**src/boot_map.svh**
```systemverilog
// boot configuration constants: addresses, mode codes, register offsets
// assumes inclusion by bare name from every design file that needs them
`ifndef BOOT_MAP_SVH
`define BOOT_MAP_SVH
`define SEL_NONE 4'h0
`define SEL_HPI 4'h1
`define SEL_ROM8 4'h4
`define SEL_I2CM 4'h5
`define SEL_I2CS 4'h6
`define SEL_PCI 4'h7
`define SEL_SRIO_BIT 3
`define SEL_ID_MSB_BIT 2
`define L2_BASE 32'h0080_0000
`define REGION3_BASE 32'hb000_0000
`define BOOT_ROM_BASE 32'h0010_0000
`define WORD_BYTES 32'h0000_0004
`define PRST_CYCLES 8'h04
`define HREG_CTRL 2'h0
`define HREG_DEST 2'h1
`define HREG_LEN 2'h2
`define HREG_DATA 2'h3
`define CTRL_SEND_BIT 0
`define CTRL_BELL_BIT 1
`endif

```
**src/boot_pkg.sv**
```systemverilog
// boot configuration types shared by both ends
// assumes nothing beyond the map header
package boot_pkg;
   typedef enum logic [2:0] {
      mode_none = 3'h0,
      mode_host = 3'h1,
      mode_rom8 = 3'h2,
      mode_i2cm = 3'h3,
      mode_i2cs = 3'h4,
      mode_srio = 3'h5,
      mode_rsvd = 3'h6
   } boot_mode_t;
   typedef enum logic [1:0] {
      tp_addr = 2'h0,
      tp_len = 2'h1,
      tp_data = 2'h2
   } tbl_phase_t;
   typedef enum logic [1:0] {
      h_idle = 2'h0,
      h_addr = 2'h1,
      h_len = 2'h2,
      h_data = 2'h3
   } host_state_t;
endpackage

```
**src/boot_link_if.sv**
```systemverilog
// link between the booting device and its boot partner
// assumes one shared clock; both ends drive from flops
`timescale 1ns/10ps
interface boot_link_if #(parameter int DATA_W = 32);
   logic tbl_valid;
   logic [DATA_W-1:0] tbl_word;
   logic tbl_ready;
   logic host_to_cpu_interrupt;
   logic link_idle;
   logic [3:0] dev_id;
   logic [1:0] port_cfg;
   modport dev (
      input tbl_valid,
      input tbl_word,
      input host_to_cpu_interrupt,
      output tbl_ready,
      output link_idle,
      output dev_id,
      output port_cfg
   );
   modport host (
      output tbl_valid,
      output tbl_word,
      output host_to_cpu_interrupt,
      input tbl_ready,
      input link_idle,
      input dev_id,
      input port_cfg
   );
endinterface

```
**src/boot_cfg_device.sv**
```systemverilog
// boot configuration logic of the booting device
// assumes the partner end on the link and a bootloader on the user side
//
// Chosen here: the plain strobed port and the register offsets.
`timescale 1ns/10ps
`include "boot_map.svh"
module boot_cfg_device
   import boot_pkg::*;
#(
   parameter int ADDR_W = 32,
   parameter int DATA_W = 32
) (
   input wire logic ref_clk_i,
   input wire logic rst_n_i,
   input wire logic [3:0] boot_select_i,
   input wire logic [2:0] config_general_straps_i,
   input wire logic bl_cfg_done_i,
   input wire logic dma_evt_clr_i,
   output logic cpu_stall_o,
   output logic [ADDR_W-1:0] cpu_start_addr_o,
   output logic bootloader_run_o,
   output logic ext_mem_rom8_o,
   output logic i2c_master_en_o,
   output logic i2c_slave_en_o,
   output logic periph_reset_o,
   output logic dma_event_register_o,
   output logic mem_we_o,
   output logic [ADDR_W-1:0] mem_addr_o,
   output logic [DATA_W-1:0] mem_wdata_o,
   boot_link_if.dev link
);
   // addresses and words share the table stream, so widths must agree
   if (ADDR_W != 32 || DATA_W != 32) begin : g_width_check
      $error("boot_cfg_device supports 32-bit address and data only");
   end

   typedef enum logic [2:0] {
      d_sample = 3'h0,
      d_run = 3'h1,
      d_stall = 3'h2,
      d_blcfg = 3'h3,
      d_prst = 3'h4,
      d_link = 3'h5,
      d_load = 3'h6
   } dev_state_t;

   typedef struct packed {
      dev_state_t st;
      boot_mode_t mode;
      logic stall;
      logic [ADDR_W-1:0] pc;
      logic bl_run;
      logic rom8;
      logic i2c_m;
      logic i2c_s;
      logic prst;
      logic [7:0] prst_cnt;
      logic idle_tx;
      logic dma_evt;
      logic [3:0] dev_id;
      logic [1:0] port_cfg;
      tbl_phase_t tp;
      logic tbl_rdy;
      logic [ADDR_W-1:0] taddr;
      logic [DATA_W-1:0] tleft;
      logic we;
      logic [ADDR_W-1:0] waddr;
      logic [DATA_W-1:0] wdata;
   } dev_reg_t;

   dev_reg_t r_q;
   dev_reg_t r_d;
   logic [3:0] sel;
   logic [2:0] straps;
   logic sel_valid;
   logic take;
   logic tbl_en;

   boot_strap_sampler u_sampler (
      .ref_clk_i(ref_clk_i),
      .rst_n_i(rst_n_i),
      .boot_select_i(boot_select_i),
      .config_general_straps_i(config_general_straps_i),
      .sel_o(sel),
      .straps_o(straps),
      .valid_o(sel_valid)
   );

   // select code to boot path; 0010b and 0011b are undefined
   function automatic boot_mode_t decode_mode(input logic [3:0] s);
      boot_mode_t m;
      m = mode_rsvd;
      if (s[`SEL_SRIO_BIT]) begin
         m = mode_srio;
      end else if (s == `SEL_NONE) begin
         m = mode_none;
      end else if (s == `SEL_HPI || s == `SEL_PCI) begin
         m = mode_host;
      end else if (s == `SEL_ROM8) begin
         m = mode_rom8;
      end else if (s == `SEL_I2CM) begin
         m = mode_i2cm;
      end else if (s == `SEL_I2CS) begin
         m = mode_i2cs;
      end
      return m;
   endfunction

   // tables are only listened to while a loading path is active
   assign tbl_en = (r_q.st == d_load) || (r_q.st == d_link);
   assign take = link.tbl_valid && r_q.tbl_rdy;

   always_comb begin
      r_d = r_q;
      r_d.we = 1'b0;
      r_d.prst = 1'b0;
      r_d.tbl_rdy = tbl_en;

      // host interrupt latch; a set in the clearing cycle wins
      if (link.host_to_cpu_interrupt) begin
         r_d.dma_evt = 1'b1;
      end else if (dma_evt_clr_i) begin
         r_d.dma_evt = 1'b0;
      end

      case (r_q.st)
         d_sample: begin
            if (sel_valid) begin
               r_d.mode = decode_mode(sel);
               r_d.dev_id = {sel[`SEL_ID_MSB_BIT], straps};
               r_d.port_cfg = sel[1:0];
               case (decode_mode(sel))
                  mode_none: begin
                     r_d.pc = `L2_BASE;
                     r_d.stall = 1'b0;
                     r_d.st = d_run;
                  end
                  mode_rom8: begin
                     r_d.pc = `REGION3_BASE;
                     r_d.rom8 = 1'b1;
                     r_d.stall = 1'b0;
                     r_d.st = d_run;
                  end
                  mode_host: begin
                     r_d.pc = `L2_BASE;
                     r_d.st = d_stall;
                  end
                  mode_i2cm: begin
                     r_d.pc = `BOOT_ROM_BASE;
                     r_d.bl_run = 1'b1;
                     r_d.i2c_m = 1'b1;
                     r_d.stall = 1'b0;
                     r_d.st = d_load;
                  end
                  mode_i2cs: begin
                     r_d.pc = `BOOT_ROM_BASE;
                     r_d.bl_run = 1'b1;
                     r_d.i2c_s = 1'b1;
                     r_d.stall = 1'b0;
                     r_d.st = d_load;
                  end
                  mode_srio: begin
                     r_d.pc = `BOOT_ROM_BASE;
                     r_d.bl_run = 1'b1;
                     r_d.stall = 1'b0;
                     r_d.st = d_blcfg;
                  end
                  default: begin
                     r_d.st = d_stall;
                  end
               endcase
            end
         end
         d_stall: begin
            // the host wake ends the stall; reserved codes never leave
            if (link.host_to_cpu_interrupt && r_q.mode == mode_host) begin
               r_d.stall = 1'b0;
               r_d.st = d_run;
            end
         end
         d_blcfg: begin
            // bootloader sets phy and dma registers first
            if (bl_cfg_done_i) begin
               r_d.prst = 1'b1;
               r_d.prst_cnt = `PRST_CYCLES;
               r_d.st = d_prst;
            end
         end
         d_prst: begin
            r_d.prst = 1'b1;
            r_d.prst_cnt = r_q.prst_cnt - 8'h01;
            if (r_q.prst_cnt == 8'h01) begin
               r_d.prst = 1'b0;
               r_d.idle_tx = 1'b1;
               r_d.st = d_link;
            end
         end
         d_link: begin
            // cpu idles until the host wake arrives
            if (link.host_to_cpu_interrupt) begin
               r_d.pc = `L2_BASE;
               r_d.bl_run = 1'b0;
               r_d.st = d_run;
            end
         end
         default: begin
         end
      endcase

      // table engine: destination, length, then that many words
      if (take) begin
         case (r_q.tp)
            tp_addr: begin
               r_d.taddr = link.tbl_word;
               r_d.tp = tp_len;
            end
            tp_len: begin
               r_d.tleft = link.tbl_word;
               if (link.tbl_word != '0) begin
                  r_d.tp = tp_data;
               end else begin
                  r_d.tp = tp_addr;
               end
            end
            default: begin
               r_d.we = 1'b1;
               r_d.waddr = r_q.taddr;
               r_d.wdata = link.tbl_word;
               r_d.taddr = r_q.taddr + `WORD_BYTES;
               r_d.tleft = r_q.tleft - 32'h0000_0001;
               if (r_q.tleft == 32'h0000_0001) begin
                  r_d.tp = tp_addr;
               end
            end
         endcase
      end
   end

   // stall is high from reset until a boot path lets the cpu go
   always_ff @(posedge ref_clk_i or negedge rst_n_i) begin
      if (!rst_n_i) begin
         r_q <= '0;
         r_q.stall <= 1'b1;
      end else begin
         r_q <= r_d;
      end
   end

   assign cpu_stall_o = r_q.stall;
   assign cpu_start_addr_o = r_q.pc;
   assign bootloader_run_o = r_q.bl_run;
   assign ext_mem_rom8_o = r_q.rom8;
   assign i2c_master_en_o = r_q.i2c_m;
   assign i2c_slave_en_o = r_q.i2c_s;
   assign periph_reset_o = r_q.prst;
   assign dma_event_register_o = r_q.dma_evt;
   assign mem_we_o = r_q.we;
   assign mem_addr_o = r_q.waddr;
   assign mem_wdata_o = r_q.wdata;
   assign link.tbl_ready = r_q.tbl_rdy;
   assign link.link_idle = r_q.idle_tx;
   assign link.dev_id = r_q.dev_id;
   assign link.port_cfg = r_q.port_cfg;
endmodule

```
**src/boot_strap_sampler.sv**
```systemverilog
// captures boot select and straps once after reset release
// assumes pins are synchronous to the clock and stable around release
`timescale 1ns/10ps
`include "boot_map.svh"
module boot_strap_sampler (
   input wire logic ref_clk_i,
   input wire logic rst_n_i,
   input wire logic [3:0] boot_select_i,
   input wire logic [2:0] config_general_straps_i,
   output logic [3:0] sel_o,
   output logic [2:0] straps_o,
   output logic valid_o
);
   typedef struct packed {
      logic [3:0] sel;
      logic [2:0] straps;
      logic valid;
   } smp_t;
   smp_t s_q;
   smp_t s_d;

   // pins taken by the clock, never by reset, then frozen
   always_comb begin
      s_d = s_q;
      if (!s_q.valid) begin
         s_d.sel = boot_select_i;
         s_d.straps = config_general_straps_i;
         s_d.valid = 1'b1;
      end
   end

   always_ff @(posedge ref_clk_i or negedge rst_n_i) begin
      if (!rst_n_i) begin
         s_q <= '0;
      end else begin
         s_q <= s_d;
      end
   end

   assign sel_o = s_q.sel;
   assign straps_o = s_q.straps;
   assign valid_o = s_q.valid;
endmodule
```
**src/flat_wrapper.sv**
```systemverilog
// flat-port wrapper written by rule: the top's interface ports become plain ports
module boot_cfg_device_flat import boot_pkg::*;
#(
   parameter int ADDR_W = 32,
   parameter int DATA_W = 32
)
  (ref_clk_i, rst_n_i, boot_select_i, config_general_straps_i, bl_cfg_done_i, dma_evt_clr_i, cpu_stall_o, cpu_start_addr_o, bootloader_run_o, ext_mem_rom8_o, i2c_master_en_o, i2c_slave_en_o, periph_reset_o, dma_event_register_o, mem_we_o, mem_addr_o, mem_wdata_o, link_tbl_valid, link_tbl_word, link_host_to_cpu_interrupt, link_tbl_ready, link_link_idle, link_dev_id, link_port_cfg);
  boot_link_if #(.DATA_W(DATA_W)) link_i ();
  input wire logic ref_clk_i;
  input wire logic rst_n_i;
  input wire logic [3:0] boot_select_i;
  input wire logic [2:0] config_general_straps_i;
  input wire logic bl_cfg_done_i;
  input wire logic dma_evt_clr_i;
  output logic cpu_stall_o;
  output logic [ADDR_W-1:0] cpu_start_addr_o;
  output logic bootloader_run_o;
  output logic ext_mem_rom8_o;
  output logic i2c_master_en_o;
  output logic i2c_slave_en_o;
  output logic periph_reset_o;
  output logic dma_event_register_o;
  output logic mem_we_o;
  output logic [ADDR_W-1:0] mem_addr_o;
  output logic [DATA_W-1:0] mem_wdata_o;
  input wire logic [$bits(link_i.tbl_valid)-1:0] link_tbl_valid;
  input wire logic [$bits(link_i.tbl_word)-1:0] link_tbl_word;
  input wire logic [$bits(link_i.host_to_cpu_interrupt)-1:0] link_host_to_cpu_interrupt;
  output wire logic [$bits(link_i.tbl_ready)-1:0] link_tbl_ready;
  output wire logic [$bits(link_i.link_idle)-1:0] link_link_idle;
  output wire logic [$bits(link_i.dev_id)-1:0] link_dev_id;
  output wire logic [$bits(link_i.port_cfg)-1:0] link_port_cfg;
  assign link_i.tbl_valid = link_tbl_valid;
  assign link_i.tbl_word = link_tbl_word;
  assign link_i.host_to_cpu_interrupt = link_host_to_cpu_interrupt;
  assign link_tbl_ready = link_i.tbl_ready;
  assign link_link_idle = link_i.link_idle;
  assign link_dev_id = link_i.dev_id;
  assign link_port_cfg = link_i.port_cfg;
  boot_cfg_device #(.ADDR_W(ADDR_W), .DATA_W(DATA_W)) u_core (.ref_clk_i(ref_clk_i), .rst_n_i(rst_n_i), .boot_select_i(boot_select_i), .config_general_straps_i(config_general_straps_i), .bl_cfg_done_i(bl_cfg_done_i), .dma_evt_clr_i(dma_evt_clr_i), .cpu_stall_o(cpu_stall_o), .cpu_start_addr_o(cpu_start_addr_o), .bootloader_run_o(bootloader_run_o), .ext_mem_rom8_o(ext_mem_rom8_o), .i2c_master_en_o(i2c_master_en_o), .i2c_slave_en_o(i2c_slave_en_o), .periph_reset_o(periph_reset_o), .dma_event_register_o(dma_event_register_o), .mem_we_o(mem_we_o), .mem_addr_o(mem_addr_o), .mem_wdata_o(mem_wdata_o), .link(link_i));
endmodule
```
**config.mk**
```make
export PLATFORM = sky130hd
export DESIGN_NAME = boot_cfg_device_flat
export DESIGN_NICKNAME = d
export VERILOG_FILES = /design/src/boot_pkg.sv /design/src/boot_link_if.sv /design/src/boot_cfg_device.sv /design/src/boot_strap_sampler.sv /design/src/flat_wrapper.sv
export VERILOG_INCLUDE_DIRS = /design/src
export SDC_FILE = /design/constraint.sdc
export NUM_CORES = 1
export LEC_CHECK = 0
export ABC_AREA = 1
export CAP_MARGIN = 20
export CELL_PAD_IN_SITES_DETAIL_PLACEMENT = 0
export CELL_PAD_IN_SITES_GLOBAL_PLACEMENT = 1
export CORE_MARGIN = 2
export CORE_UTILIZATION = 46
export DETAILED_ROUTE_END_ITERATION = 10
export DONT_BUFFER_PORTS = 1
export PLACE_DENSITY = 0.76
export RECOVER_POWER = 50
export SLEW_MARGIN = 40
export SYNTH_ARGS = -nofsm -noshare
export SYNTH_HDL_FRONTEND = slang
export SYNTH_HIERARCHICAL = 1
export SYNTH_SLANG_ARGS = --single-unit
```
**constraint.sdc**
```tcl
create_clock -name ref_clk_i -period 2.1 [get_ports ref_clk_i]
set_input_delay 0 -clock ref_clk_i [delete_from_list [all_inputs] [get_ports ref_clk_i]]
set_output_delay 0 -clock ref_clk_i [all_outputs]
set_load 0.05 [all_outputs]
```
==> run_results.csv <==
group,metric,value,unit
status,status,"finished, violations left",
status,violations,"negative hold slack",
flow_run,cap_violations,0,
layout,fillers,2163,
detailed_routing,drt_iter0_drc,661,
logic_synthesis,ys_top_cells_by_area,"dfrtp_1 43%, nand2_1 16%, buf_4 7.8%",
detailed_routing,wl_met3,1780,microns
clock_tree,cts.sinks,171,
logic_synthesis,seq_area_frac_synth,43.6,%
logic_synthesis,avgSynthCellArea,7.19,sq um
global_routing,grt_max_degree,172,
floorplanning,die-width,150,microns
logic_synthesis,ys_ff_latch,171,
sta,tns,0,ps
clock_tree,clkLatencyLatePin,430,ps
logic_synthesis,syn_area,0.00982,sq mm
detailed_routing,drc,0,
detailed_routing,ant_nets,0,
detailed_routing,top_layer_used,"met5",
global_routing,grt_usage,25.5,%
worst_setup_path,critPathMaxStageDelay,420,ps
layout,synthToLayoutAreaGrowth,6.81,%
worst_setup_path,slowest_stage,"dfrtp_1",
detailed_routing,drt_pass1_iterations,6,
detailed_routing,wl_met1,12700,microns
floorplanning,ios,157,
worst_setup_path,worstPathCellList,"ha_1 -> nand2_1 -> nor2_1 -> inv_1 -> nor2_1 -> nand2_1 -> nand2_1 -> nand3_1 -> nand2_1 -> o21ai_1",
floorplanning,dieArea,0.0225,sq mm
clock_tree,cts_inserted_buffers,17,
place,gp_congestion,0.868,
pwr,p_per_area,1570,mW/mm^2
sta,slew_headroom,60.2,%
sta,period_needed,1930,ps
clock_tree,cts_tree,"done",
logic_synthesis,yosysTopAreaCell,"dfrtp_1",
clock_tree,path_clk_slew,70,ps
sta,rsz0062_at_grt,"no",
layout,n_antenna_cell,0,
place,port_buffers,0,
worst_setup_path,crit_required,2400,ps
clock_tree,holdBufCountCts,43,
sta,finalHoldViolations,171,
detailed_routing,vias_per_cell,5.20,
layout,utilization,50.0,%
layout,drive_gt1_share,4.76,%
worst_setup_path,cp_max_fo,5,
place,dp_hpwl,20200,microns
floorplanning,core-area,0.0210,sq mm
pwr,ir_worst_vdd,664,uV
detailed_routing,vias,8416,
global_routing,antenna_found_initial,1,
global_routing,grt_pass1_wl,44400,microns
logic_synthesis,synth_cells,1366,
detailed_routing,wl_per_cell,17.1,microns
layout,layout.nets,1381,
sta,fmax,519,MHz
sta,slew_violations,0,
worst_setup_path,endpoint_kind,"flip-flop",
worst_setup_path,worstSetupStartpointType,"flip-flop",
pwr,p_leak,5.17,nW
detailed_routing,dr_wl_met2,12900,microns
worst_hold_path,hp-class,"in -> async",
sta,setup_violations,0,
floorplanning,fp.dieH,150,microns
global_routing,grt_pass1_vias,8085,
worst_setup_path,worst-setup-path-type,"reg -> reg",
clock_tree,cts_resized,0,
sta,finalCritPeriodShare,91.7,%
floorplanning,fp-row-count,53,
sta,tightestPinTransition,594,ps
logic_synthesis,yosysWarnings,6,
logic_synthesis,netlist.area_leader.share,43.3,%
clock_tree,ctsLongestPathBuffers,2,
clock_tree,cts_setup_buffers,0,
worst_setup_path,crit_top_cell,"nand2_1",
clock_tree,cts.htree.levels,4,
sta,timing.hold.ws,-730,ps
pwr,finalPower,16.5,mW
sta,skew,11.2,ps
detailed_routing,drt-total-wl,27700,microns
worst_setup_path,worstPathArrival,2230,ps
global_routing,overflow,0,
floorplanning,start_util,46.9,%
clock_tree,root_buffer,"clkbuf_16",
logic_synthesis,synth_cell_type_count,31,
[logic make-up (layout without fill, tap and decap cells)]
logic type	Yosys count	in the layout	synth area share [%]
AOI/OAI and AO/OA	233	233	12.2
adders and majority gates	5	5	0.637
other	2	28	0.0765
DFF	171	171	43.6
buffers and inverters	281	233	15.0
xor gates and xnor gates	9	9	0.803
and+or+nand+nor	665	665	27.7
[through the flow]
stage | setup WS (ps) | hold WS (ps) | area, sq um | std cells
detailed placement | 217 | -286 | 9490 | 1544
CTS | 215 | -747 | 10500 | 1619
global placement | 238 | -286 | 9490 | 1544
finish | 174 | -730 | 10500 | 1619
floorplan | 400 | -296 | 9920 | 1392
global route | 23.6 | -757 | 10500 | 1619
[cells in the mapped netlist (all sizes together)]
| master | number |
|---|---|
| nand2 | 410 |
| a22oi | 1 |
| a21boi | 2 |
| conb | 2 |
| buf | 125 |
| nand4 | 19 |
| clkbuf | 16 |
| nor2 | 149 |
| dfstp | 1 |
| o21bai | 3 |
| a21o | 1 |
| o22ai | 9 |
| ha | 5 |
| nand3 | 80 |
| dfrtp | 170 |
| a21oi | 62 |
| xor2 | 9 |
| o21ai | 153 |
| nor3 | 7 |
| o2bb2ai | 1 |
| o21a | 1 |
| inv | 140 |
[final timing paths]
kind | slack, ps | startpoint | end | cells past startpoint
min in group ref_clk_i | 0 | link_tbl_word[31] | u_core/mem_wdata_o[31] | 3
setup reg to reg | 170 | u_core/r_q[99] | u_core/r_q[127] | 10
hold reg to reg | 480 | u_core/u_sampler/straps_o[1] | u_core/u_sampler/straps_o[1] | 2
hold / removal | -730 | rst_n_i | u_core/r_q[65] | 0
max in group asynchronous | 2600 | rst_n_i | u_core/cpu_stall_o | 0
setup / recovery | 170 | u_core/r_q[99] | u_core/r_q[127] | 10
[cells in the final DEF (no fill, tap or decap), types with 3 or more instances in the layout]
cell type,Yosys,layout
xor2_1,9,9
buf_12,0,3
a21oi_1,62,62
buf_4,102,13
nand2_1,408,408
nand4_1,19,19
inv_2,7,5
nor2_2,5,5
nor2_1,139,140
ha_1,5,5
conb_1,2,28
inv_1,133,134
nor3_1,7,7
dlygate4sd3_1,0,43
o21ai_0,117,117
o22ai_1,9,9
o21ai_1,36,36
nor2_4,4,3
clkbuf_1,16,4
dfrtp_1,170,170
clkbuf_16,0,17
inv_6,0,6
nand3_1,80,80
o21bai_1,3,3
[registers in the layout, indices dropped and copies added, names as in the netlist]
register                     cells
u_core/bootloader_run_o          1
u_core/cpu_stall_o               1
u_core/cpu_start_addr_o          3
u_core/dma_event_register_o      1
u_core/ext_mem_rom8_o            1
u_core/i2c_master_en_o           1
u_core/i2c_slave_en_o            1
u_core/link.dev_id               4
u_core/link.link_idle            1
u_core/link.port_cfg             2
u_core/link.tbl_ready            1
u_core/mem_addr_o               32
u_core/mem_wdata_o              32
u_core/mem_we_o                  1
u_core/periph_reset_o            1
u_core/r_q                      80
u_core/u_sampler/sel_o           4
u_core/u_sampler/straps_o        3
u_core/u_sampler/valid_o         1
[final cells by class]
class / instances / area (sq um) / area share [%]
Sequential cell: 171 / 4280 / 40.8
Multi-Input combinational cell: 940 / 4160 / 39.6
Timing Repair Buffer: 61 / 596 / 5.68
Inverter: 140 / 527 / 5.02
Clock buffer: 19 / 433 / 4.13
Tap cell: 275 / 344 / 3.28
Clock inverter: 13 / 150 / 1.43
[layer usage]
metal	track usage, %	vias to the layer above
li1	-	4146
met1	35.9	3971
met2	41.2	274
met3	5.00	23
met4	4.81	2
met5	0	-
[worst max-delay path, delay by kind of cell, from the launching register on]
family | cells | cell delay (ps)
flops | 1 | 420
simple gates | 7 | 930
fa+ha+maj | 1 | 300
compound gates | 1 | 60
buf+inv | 1 | 100
[power by group]
part / internal (mW) / leakage [nW] / switching, mW / total, mW
sequential: 4.61 / 2.19 / 3.48 / 8.09
combinational: 1.72 / 2.70 / 3.49 / 5.22
clock: 1.69 / 0.283 / 1.48 / 3.17
total: 8.03 / 5.17 / 8.45 / 16.5
No activity file was read; power rests on OpenSTA's default activity.
